`config.mk`:
```
export PLATFORM = sky130hd
export DESIGN_NAME = umpc_top
export DESIGN_NICKNAME = d
export VERILOG_FILES = /design/src/umpc_top.v
export VERILOG_INCLUDE_DIRS = /design/src
export SDC_FILE = /design/constraint.sdc
export NUM_CORES = 1
export LEC_CHECK = 0
export BUFFER_PORTS_ARGS = -buffer_cell sky130_fd_sc_hd__buf_2
export CAP_MARGIN = 20
export CORE_ASPECT_RATIO = 1.1
export CORE_MARGIN = 1
export CORE_UTILIZATION = 35
export CTS_BUF_LIST = sky130_fd_sc_hd__clkbuf_2
export CTS_CLUSTER_DIAMETER = 50
export CTS_CLUSTER_SIZE = 40
export DETAILED_ROUTE_END_ITERATION = 8
export SETUP_SLACK_MARGIN = 0.2
export SLEW_MARGIN = 10
export SYNTH_ARGS = -nofsm -noshare
export SYNTH_HDL_FRONTEND = slang
export SYNTH_SLANG_ARGS = --single-unit
```
`constraint.sdc`:
```
create_clock -name REF_CLK_IN -period 4.9 [get_ports REF_CLK_IN]
set_input_delay 0.735 -clock REF_CLK_IN [delete_from_list [all_inputs] [get_ports REF_CLK_IN]]
set_output_delay 0.735 -clock REF_CLK_IN [all_outputs]
set_load 0.1 [all_outputs]
```
`src/umpc_consts.vh`:
```
// umpc_consts.vh: register offsets, field positions and reset values
// for the miscellaneous pin control block of the serial controller.
// assumes: included by umpc_top.v; definitions only.
`ifndef UMPC_CONSTS_VH
`define UMPC_CONSTS_VH

// axi4-lite byte offsets
`define UMPC_OFF_MODEM_CTRL 5'h00
`define UMPC_OFF_FIFO_CTRL 5'h04
`define UMPC_OFF_LINE_CTRL 5'h08
`define UMPC_OFF_ENH_CTRL 5'h0c
`define UMPC_OFF_PIN_STATUS 5'h10
`define UMPC_OFF_ACCESS_STAT 5'h14

// field positions
`define UMPC_MCR_USER_OUTPUT_ONE_BIT 2
`define UMPC_MCR_USER_OUTPUT_TWO_BIT 3
`define UMPC_MCR_LOOP_BIT 4
`define UMPC_FCR_DEEP_BIT 5
`define UMPC_LCR_GUARD_BIT 7
`define UMPC_ENH_MODE_BIT 0

// reset values
`define UMPC_RST_BYTE 8'h00

// fifo depths
`define UMPC_DEPTH_SHALLOW 8'h10
`define UMPC_DEPTH_DEEP 8'h80

// axi response codes
`define UMPC_RESP_OKAY 2'b00
`define UMPC_RESP_SLVERR 2'b10

`endif

```
`src/umpc_top.v`:
```
// umpc_top.v: miscellaneous pin control of a single-channel serial
// controller: user outputs, fifo depth selection, host strobe
// qualification and interrupt output enable, with an axi4-lite slave.
// assumes: all inputs synchronous to REF_CLK_IN; the interrupt level
// comes in on INTERRUPT_LEVEL_IN; the loopback source lives in this block's own registers.
// limitation: the interrupt enable drops to 0 while RST_IN is high,
// even with the tri-state select strap high.
// Operation
// (RL1) The first user output pin is the inverse of modem control bit 2.
// (RL2) The second user output pin is the inverse of modem control bit 3.
// (RL3) Both user outputs stay high after reset and during loopback.
// (RL4) With the depth pin low and no override the fifos are 16 deep.
// (RL5) With the depth pin high the fifos are 128 deep.
// (RL6) Software reads the depth pin level live, without latching.
// (RL7) Writing fifo control bit 5 while line control bit 7 is set forces 128 deep.
// (RL8) Enhanced mode also forces 128 deep regardless of the depth pin.
// (RL9) A host access is taken only with all three chip selects active.
// (RL10) Reads are taken on either the high or the low read strobe.
// (RL11) Writes are taken on either the high or the low write strobe.
// (RL12) With the tri-state select pin high the interrupt is always driven.
// (RL13) With the select pin low the interrupt is driven only when modem bit 3 is set.
`timescale 1ns/1ps
`default_nettype none
`include "umpc_consts.vh"

module umpc_top
#(
	// depth codes shown on FIFO_DEPTH_OUT
	parameter [7:0] SHALLOW_DEPTH = `UMPC_DEPTH_SHALLOW,
	parameter [7:0] DEEP_DEPTH = `UMPC_DEPTH_DEEP
)
(
	// clock and reset
	input wire REF_CLK_IN,
	input wire RST_IN,
	// axi4-lite write address and data
	input wire [4:0] S_AXI_AWADDR_IN,
	input wire S_AXI_AWVALID_IN,
	output reg S_AXI_AWREADY_OUT,
	input wire [31:0] S_AXI_WDATA_IN,
	input wire [3:0] S_AXI_WSTRB_IN,
	input wire S_AXI_WVALID_IN,
	output reg S_AXI_WREADY_OUT,
	// axi4-lite write response
	output reg [1:0] S_AXI_BRESP_OUT,
	output reg S_AXI_BVALID_OUT,
	input wire S_AXI_BREADY_IN,
	// axi4-lite read
	input wire [4:0] S_AXI_ARADDR_IN,
	input wire S_AXI_ARVALID_IN,
	output reg S_AXI_ARREADY_OUT,
	output reg [31:0] S_AXI_RDATA_OUT,
	output reg [1:0] S_AXI_RRESP_OUT,
	output reg S_AXI_RVALID_OUT,
	input wire S_AXI_RREADY_IN,
	// board straps and host bus pins
	input wire FIFO_DEPTH_SELECT_IN,
	input wire INTERRUPT_TRISTATE_SELECT_N_IN,
	input wire CHIP_SELECT_HIGH_A_IN,
	input wire CHIP_SELECT_HIGH_B_IN,
	input wire CHIP_SELECT_LOW_N_IN,
	input wire READ_STROBE_HIGH_IN,
	input wire READ_STROBE_LOW_N_IN,
	input wire WRITE_STROBE_HIGH_IN,
	input wire WRITE_STROBE_LOW_N_IN,
	// interrupt source level from the channel
	input wire INTERRUPT_LEVEL_IN,
	// outputs
	output reg USER_OUTPUT_ONE_N_OUT,
	output reg USER_OUTPUT_TWO_N_OUT,
	output reg [7:0] FIFO_DEPTH_OUT,
	output reg HOST_READ_OUT,
	output reg HOST_WRITE_OUT,
	output reg INTERRUPT_OUT,
	output reg INTERRUPT_OE_OUT
);

	reg [7:0] modem_control_reg;
	reg [7:0] fifo_control_reg;
	reg [7:0] line_control_reg;
	reg enhanced_mode;
	reg deep_forced;
	reg [15:0] read_count;
	reg [15:0] write_count;

	// write channel holding
	reg aw_held;
	reg w_held;
	reg [4:0] aw_addr;
	reg [31:0] w_data;
	reg [3:0] w_strb;

	wire loopback = modem_control_reg[`UMPC_MCR_LOOP_BIT];
	wire chip_selected;
	wire read_strobe;
	wire write_strobe;
	wire do_write;
	wire depth_override;
	wire host_read_rise;
	wire host_write_rise;
	wire [1:0] next_user_n;
	genvar pin_idx;
	reg [7:0] next_depth;
	reg [31:0] next_rdata;
	reg next_rerr;

	// all three selects must agree, otherwise strobes are ignored
	assign chip_selected = CHIP_SELECT_HIGH_A_IN & CHIP_SELECT_HIGH_B_IN
		& ~CHIP_SELECT_LOW_N_IN; // [RL9]
	assign read_strobe = READ_STROBE_HIGH_IN | ~READ_STROBE_LOW_N_IN; // [RL10]
	assign write_strobe = WRITE_STROBE_HIGH_IN | ~WRITE_STROBE_LOW_N_IN; // [RL11]
	assign do_write = aw_held & w_held & ~S_AXI_BVALID_OUT;
	// counters see each qualified strobe once, on its leading edge
	assign host_read_rise = chip_selected & read_strobe & ~HOST_READ_OUT;
	assign host_write_rise = chip_selected & write_strobe & ~HOST_WRITE_OUT;
	// a latched guarded write or enhanced mode outranks the strap
	assign depth_override = deep_forced | enhanced_mode; // [RL7] [RL8]

	// one pin per modem bit; the two bits sit next to each other
	generate
		for (pin_idx = 0; pin_idx < 2; pin_idx = pin_idx + 1)
		begin : user_pin
			// loopback parks the pin inactive
			assign next_user_n[pin_idx] = loopback
				| ~modem_control_reg[`UMPC_MCR_USER_OUTPUT_ONE_BIT + pin_idx]; // [RL1] [RL2] [RL3]
		end
	endgenerate

	always @*
	begin
		// pin level is used as-is, override wins
		if (depth_override) // [RL7] [RL8]
			next_depth = DEEP_DEPTH;
		else if (FIFO_DEPTH_SELECT_IN) // [RL5]
			next_depth = DEEP_DEPTH;
		else
			next_depth = SHALLOW_DEPTH; // [RL4]
	end

	always @*
	begin
		next_rdata = 32'h0000_0000;
		next_rerr = 1'b0;
		case (S_AXI_ARADDR_IN)
			`UMPC_OFF_MODEM_CTRL: next_rdata[7:0] = modem_control_reg;
			`UMPC_OFF_FIFO_CTRL: next_rdata[7:0] = fifo_control_reg;
			`UMPC_OFF_LINE_CTRL: next_rdata[7:0] = line_control_reg;
			`UMPC_OFF_ENH_CTRL: next_rdata[0] = enhanced_mode;
			`UMPC_OFF_PIN_STATUS:
			begin
				// live pin, no capture stage in front of it
				next_rdata[0] = FIFO_DEPTH_SELECT_IN; // [RL6]
				next_rdata[1] = INTERRUPT_TRISTATE_SELECT_N_IN;
				next_rdata[15:8] = FIFO_DEPTH_OUT;
			end
			`UMPC_OFF_ACCESS_STAT: next_rdata = {write_count, read_count};
			default: next_rerr = 1'b1;
		endcase
	end

	// write: each ready pulses one cycle after its valid; the register
	// updates and the response rises one cycle after both halves are
	// held; a new address or data beat waits until the held pair is spent,
	// and the next register update waits until the response has been taken
	// write address / data / response
	always @(posedge REF_CLK_IN or posedge RST_IN)
	begin
		if (RST_IN)
		begin
			aw_held <= 1'b0;
			w_held <= 1'b0;
			aw_addr <= 5'h00;
			w_data <= 32'h0000_0000;
			w_strb <= 4'h0;
			S_AXI_AWREADY_OUT <= 1'b0;
			S_AXI_WREADY_OUT <= 1'b0;
			S_AXI_BVALID_OUT <= 1'b0;
			S_AXI_BRESP_OUT <= `UMPC_RESP_OKAY;
			modem_control_reg <= `UMPC_RST_BYTE;
			fifo_control_reg <= `UMPC_RST_BYTE;
			line_control_reg <= `UMPC_RST_BYTE;
			enhanced_mode <= 1'b0;
			deep_forced <= 1'b0;
		end
		else
		begin
			S_AXI_AWREADY_OUT <= ~aw_held & ~S_AXI_AWREADY_OUT & S_AXI_AWVALID_IN;
			S_AXI_WREADY_OUT <= ~w_held & ~S_AXI_WREADY_OUT & S_AXI_WVALID_IN;
			if (S_AXI_AWVALID_IN & S_AXI_AWREADY_OUT)
			begin
				aw_held <= 1'b1;
				aw_addr <= S_AXI_AWADDR_IN;
			end
			if (S_AXI_WVALID_IN & S_AXI_WREADY_OUT)
			begin
				w_held <= 1'b1;
				w_data <= S_AXI_WDATA_IN;
				w_strb <= S_AXI_WSTRB_IN;
			end
			if (S_AXI_BVALID_OUT & S_AXI_BREADY_IN)
				S_AXI_BVALID_OUT <= 1'b0;
			if (do_write)
			begin
				aw_held <= 1'b0;
				w_held <= 1'b0;
				S_AXI_BVALID_OUT <= 1'b1;
				S_AXI_BRESP_OUT <= `UMPC_RESP_OKAY;
				// only byte lane 0 carries register bits
				case (aw_addr)
					`UMPC_OFF_MODEM_CTRL:
						if (w_strb[0])
							modem_control_reg <= w_data[7:0];
					`UMPC_OFF_FIFO_CTRL:
						if (w_strb[0])
						begin
							fifo_control_reg <= w_data[7:0];
							// bit 5 only counts behind the line control guard
							if (line_control_reg[`UMPC_LCR_GUARD_BIT])
								deep_forced <= w_data[`UMPC_FCR_DEEP_BIT]; // [RL7]
						end
					`UMPC_OFF_LINE_CTRL:
						if (w_strb[0])
							line_control_reg <= w_data[7:0];
					`UMPC_OFF_ENH_CTRL:
						if (w_strb[0])
							enhanced_mode <= w_data[`UMPC_ENH_MODE_BIT]; // [RL8]
					// status words are read-only; writes are answered okay
					`UMPC_OFF_PIN_STATUS, `UMPC_OFF_ACCESS_STAT: ;
					// unmapped writes answer slverr and change nothing
					default: S_AXI_BRESP_OUT <= `UMPC_RESP_SLVERR;
				endcase
			end
		end
	end

	// data is captured at the address handshake, so a pin read back is
	// its level one cycle before the response rises
	// read channel
	always @(posedge REF_CLK_IN or posedge RST_IN)
	begin
		if (RST_IN)
		begin
			S_AXI_ARREADY_OUT <= 1'b0;
			S_AXI_RVALID_OUT <= 1'b0;
			S_AXI_RDATA_OUT <= 32'h0000_0000;
			S_AXI_RRESP_OUT <= `UMPC_RESP_OKAY;
		end
		else
		begin
			S_AXI_ARREADY_OUT <= ~S_AXI_ARREADY_OUT & ~S_AXI_RVALID_OUT & S_AXI_ARVALID_IN;
			if (S_AXI_ARVALID_IN & S_AXI_ARREADY_OUT)
			begin
				S_AXI_RVALID_OUT <= 1'b1;
				S_AXI_RDATA_OUT <= next_rdata;
				S_AXI_RRESP_OUT <= next_rerr ? `UMPC_RESP_SLVERR : `UMPC_RESP_OKAY;
			end
			else if (S_AXI_RVALID_OUT & S_AXI_RREADY_IN)
				S_AXI_RVALID_OUT <= 1'b0;
		end
	end

	// pins and host strobes
	always @(posedge REF_CLK_IN or posedge RST_IN)
	begin
		if (RST_IN)
		begin
			USER_OUTPUT_ONE_N_OUT <= 1'b1; // [RL3]
			USER_OUTPUT_TWO_N_OUT <= 1'b1; // [RL3]
			FIFO_DEPTH_OUT <= SHALLOW_DEPTH;
			HOST_READ_OUT <= 1'b0;
			HOST_WRITE_OUT <= 1'b0;
			INTERRUPT_OUT <= 1'b0;
			INTERRUPT_OE_OUT <= 1'b0;
		end
		else
		begin
			USER_OUTPUT_ONE_N_OUT <= next_user_n[0]; // [RL1] [RL3]
			USER_OUTPUT_TWO_N_OUT <= next_user_n[1]; // [RL2] [RL3]
			FIFO_DEPTH_OUT <= next_depth;
			HOST_READ_OUT <= chip_selected & read_strobe; // [RL9] [RL10]
			HOST_WRITE_OUT <= chip_selected & write_strobe; // [RL9] [RL11]
			INTERRUPT_OUT <= INTERRUPT_LEVEL_IN;
			// select high: always driven; low: follows modem bit 3
			INTERRUPT_OE_OUT <= INTERRUPT_TRISTATE_SELECT_N_IN // [RL12]
				| modem_control_reg[`UMPC_MCR_USER_OUTPUT_TWO_BIT]; // [RL13]
		end
	end

	// access counters for software; they wrap silently at 16 bits
	always @(posedge REF_CLK_IN or posedge RST_IN)
	begin
		if (RST_IN)
		begin
			read_count <= 16'h0000;
			write_count <= 16'h0000;
		end
		else
		begin
			if (host_read_rise)
				read_count <= read_count + 16'h0001;
			if (host_write_rise)
				write_count <= write_count + 16'h0001;
		end
	end

endmodule
`default_nettype wire

```
; ---- Word level (Yosys, flattened, before mapping)
; Index checks and enable logic that the tools add are counted.
[word_totals]
output_inout_bits = 55
regBits = 129
word_cells = 108
[op_classes]
n_addsub = 2
n_eq_ne = 10
n_mux = 17
reduce_logical = 13
n_bitwise = 39
[ops]
columns = op, n
row1 = $add 16x1->16 const B, 2
row2 = $pmux 6 s4, 1
row3 = $eq 5x4->1 const B, 4
row4 = $eq 5x5->1 const B, 4
row5 = $and 1x1->1, 19
row6 = $mux 16, 1
row7 = $mux 8, 2
row8 = $pmux 8 s2, 1
row9 = $not 1->1, 14
row10 = $reduce_and 3->1, 4
row11 = $reduce_or 6->1, 2
row12 = $eq 5x3->1 const B, 2
row13 = $logic_not 5->1, 2
row14 = $mux 1, 8
row15 = $reduce_bool 2->1, 4
row16 = $or 1x1->1, 6
row17 = $pmux 1 s6, 1
row18 = $pmux 1 s5, 1
row19 = $mux 2, 2
row20 = $reduce_and 4->1, 1

; ---- Longest topological paths before layout
[depth]
ltp_word = 4
depth_mapped = 6
mapped_depth_nobuf = 4

; ---- Worst setup path after synthesis
; Ideal clock, no wire load.
[synth_path]
kind = flip-flop to flip-flop
start = reg S_AXI_BVALID_OUT
end = reg deep_forced
arrival_time_ns = 2.265
path_buffers = 1
stages_incl_launch_ff = 6
path_slack_ns = 2.508
setup_ns = 0.127
required_ns = 4.773
path_cell_list = dfrtp_1 -> nand3b_1 -> or4b_1 -> buf_6 -> nor2_4 -> mux2_1
[synth_via]
elab_chain_cells = 3
[synth_lines]
columns = item, line_no
row1 = from (decl), umpc_top.v:46  ; output reg S_AXI_BVALID_OUT,
row2 = from (signal assigned), umpc_top.v:177  ; S_AXI_BVALID_OUT <= 1'b0;
row3 = from (signal assigned), umpc_top.v:201  ; S_AXI_BVALID_OUT <= 1'b0;
row4 = from (signal assigned), umpc_top.v:206  ; S_AXI_BVALID_OUT <= 1'b1;
row5 = $not 1->1, umpc_top.v:112  ; assign do_write = aw_held & w_held & ~S_AXI_BVALID_OUT;
row6 = $and 1x1->1, umpc_top.v:112
row7 = $reduce_and 4->1 (no source line), --
row8 = to (signal assigned), umpc_top.v:219  ; deep_forced <= w_data[`UMPC_FCR_DEEP_BIT];
row9 = to (decl), umpc_top.v:82  ; reg deep_forced;
; No other way between the ends.
; A chain may end at the register's enable or synchronous reset.

; ---- Final worst setup path
[layout_path]
start = reg aw_addr[0]
end = reg deep_forced
[layout_via]
elab_chain_cells = 2
[layout_lines]
columns = item, line_no
row1 = from (decl), umpc_top.v:89  ; reg [4:0] aw_addr;
row2 = from (signal assigned), umpc_top.v:172  ; aw_addr <= 5'h00;
row3 = from (signal assigned), umpc_top.v:192  ; aw_addr <= S_AXI_AWADDR_IN;
row4 = $eq 5x3->1, umpc_top.v:209  ; case (aw_addr)
row5 = $reduce_and 4->1 (no source line), --
; No other way between the ends.

==> run_results.csv <==
group,metric,value,unit
logic_synthesis,synth.cell_area,5100,sq um
timing,finalCriticalPeriod,2420,ps
power,p_leak,2.93,nW
cts,cts_setup_buffers,0,
timing,setup_viol,0,
logic_synthesis,syn_area_per_cell,13.2,sq um
global_routing,grt_pass1_wl,16800,um
routing,wl_per_cell,15.0,um
timing,skew,23.8,ps
routing,drt_pre_antenna_iters,4,
setup_path,critPathSlowestCell,"or4b_1",
die,die_w,117,um
setup_path,timing.rr.start,"aw_addr[0]",
setup_path,cp_cell_sequence,"or4b_4 > or4b_1 > nor2_4 > mux2_1",
global_routing,antenna_found_initial,1,
routing,detail_route.iter0.violations,215,
setup_path,rrSetupSlack,2480,ps
die,die_area,15100,sq um
setup_path,path_delay_family,"simple AND/OR/NAND/NOR gates",
global_routing,grt_pass1_vias,3319,
timing,worstMarginPinSlew,1080,ps
routing,wirelength,10200,um
logic_synthesis,yosysWarnings,0,
placed_design,hpwl,7290,um
setup_path,critPathArrivalTime,2970,ps
cts,htreeDepth,4,
timing,finalCritPeriodShare,49.3,%
global_routing,grt_use_total,15.0,%
setup_path,worst_ep_required_time,5450,ps
logic_synthesis,netlist_instances,388,
final_layout,layout-drive-gt1-share,33.6,%
worst_hold_path,worstHoldPathCells,1,
final_layout,reg_top3,"S_AXI_RDATA_OUT: 32 flops, read_count: 16 flops, write_count: 16 flops",
final_layout,multi_input_area,1960,sq um
placed_design,port_buffers,82,
die,die_height,129,um
logic_synthesis,yosysSeqAreaShare,59.4,%
cts,cts_tree,"yes",
logic_synthesis,synth.area.top_cells,"dfrtp_1 58%, mux2_2 7.7%, a22o_1 3.9%",
timing,hold_viol,0,
routing,postRouteAntennaNets,0,
power,finalPower,2.81,mW
routing,dr_total_vias,3332,
cts,clock-root-buffer,"clkbuf_2",
timing,slew_violations,0,
setup_path,cp_max_fo,9,
die,core,14000,sq um
timing,fmax,0.414,GHz
logic_synthesis,yosysMostFrequentCell,"dfrtp_1",
final_layout,nNetsFinal,546,
placed_design,gp_congestion,0.835,
setup_path,cp-end-kind,"register",
timing,relSlewSlack,27.2,%
power,vdd_drop_max,0.350,mV
worst_hold_path,hold_path.class,"in2reg",
logic_synthesis,synth_largest_area_cell,"dfrtp_1",
run_status,status,"completed",
final_layout,post-route-util,42.5,%
final_layout,largest_reg_flops,32,
timing,finalSetupTns,0,ps
logic_synthesis,synth_top_area_share,57.9,%
logic_synthesis,synth_ff_type,"dfrtp_1",
setup_path,reg2reg_to,"deep_forced",
final_layout,fillers,1361,
flow_run,maxCapViolCount,0,
final_layout,area.growth.synth_to_final,16.7,%
die,initial_core_util,36.4,%
worst_hold_path,min-delay-start,"INTERRUPT_LEVEL_IN",
routing,drc,0,
cts,numCtsBuffers,17,
routing,avgViaCountPerCell,4.88,
cts,path_clk_slew,160,ps
timing,rsz0062_at_grt,"no",
cts,insertion_delay,670,ps
worst_hold_path,holdPathEnd,"INTERRUPT_OUT",
final_layout,largest_register,"S_AXI_RDATA_OUT",
global_routing,grt_overflow,0,
die,num_rows,45,
setup_path,reg2reg_depth,4,
logic_synthesis,synth-seq-cells,121,
global_routing,grt_max_degree,85,
setup_path,path_class,"reg2reg",
logic_synthesis,synth_common_cells,"118 x dfrtp_1, 35 x mux2_2, 23 x a22o_1, 23 x nand2_1, 22 x xnor2_1",
logic_synthesis,synth-edff-count,0,
die,io_pins,118,
cts,cts_sinks,121,
cts,post_cts_resized,0,
power,power_density,471,nW/um^2
setup_path,max_stage_delay,810,ps
final_layout,seqCellArea,3030,sq um
setup_path,crit_path_start_kind,"register",
setup_path,cp_num_buf_inv,0,
logic_synthesis,synthArstFlopShare,100,%
logic_synthesis,ys_types,49,
cts,clock_path_buffers,2,
-- cell families (layout without fill, tap and decap cells) --
kind of cell / Yosys count / in the layout / share of synthesized area (%)
xor+xnor: 30 / 30 / 5.15
flops: 121 / 121 / 59.4
simple gates: 98 / 98 / 11.2
other cells: 1 / 9 / 0.0735
compound gates: 51 / 51 / 7.84
buf+inv: 26 / 125 / 2.65
fa+ha+maj: 2 / 2 / 0.490
mux: 59 / 59 / 13.2
-- worst max-delay path by stage --
stage | from | endpoint | slack [ps] | cells past startpoint
final | aw_addr[0] | deep_forced | 2480 | 4
after global routing | FIFO_DEPTH_OUT[4] | FIFO_DEPTH_OUT[4] | 2390 | 1
after CTS | FIFO_DEPTH_OUT[4] | FIFO_DEPTH_OUT[4] | 2410 | 1
after detailed placement | CHIP_SELECT_LOW_N_IN | read_count[15] | 2210 | 5
after global placement | CHIP_SELECT_LOW_N_IN | read_count[15] | 2250 | 5
after floorplan | RST_IN | FIFO_DEPTH_OUT[7] | 960 | 1
-- stage by stage --
step | setup slack [ps] | instances | hold slack, ps | instance area, sq um
after floorplan | 956 | 395 | 396 | 5130
after global placement | 2250 | 648 | 429 | 5680
after detailed placement | 2210 | 648 | 425 | 5680
after CTS | 2410 | 680 | 95.0 | 5920
after global routing | 2390 | 682 | 79.5 | 5950
final | 2480 | 683 | 176 | 5960
-- layer usage --
metal	wire length [um]	GRT usage [%]	vias to the layer above
li1	-	-	1576
met1	4780	19.8	1649
met2	4690	22.7	92
met3	583	5.13	15
met4	169	5.81	0
met5	0	0	-
-- cell type report --
class	count	share of cell area (%)
timing repair buffer	86	7.77
tap	188	3.95
multi-input combinational	248	33.0
sequential	121	50.9
clock buffer	20	1.68
clock inverter	12	2.21
inverter	7	0.483
antenna	1	0.0420
-- timing repair --
action / in CTS / in global routing
hold endpoints to repair: 0 / 16
hold buffers: 0 / 1
endpoints found under the setup margin: 0 / 0
-- cells in the final DEF, fill, tap and decap left out, types with 9 or more instances in the layout --
master	n
dfrtp_1	118
buf_2	82
mux2_2	35
nand2_1	23
a22o_1	23
xnor2_1	22
clkbuf_2	20
mux2i_1	15
nand4_1	12
nor2_1	11
and3_1	9
-- report_power, final --
group | leakage, nW | switching, mW | internal [mW]
clock network | 0.154 | 0.349 | 0.281
registers | 1.59 | 0.178 | 1.21
logic | 1.18 | 0.528 | 0.261
total | 2.93 | 1.05 | 1.75
No activity file was read; power rests on OpenSTA's default activity.
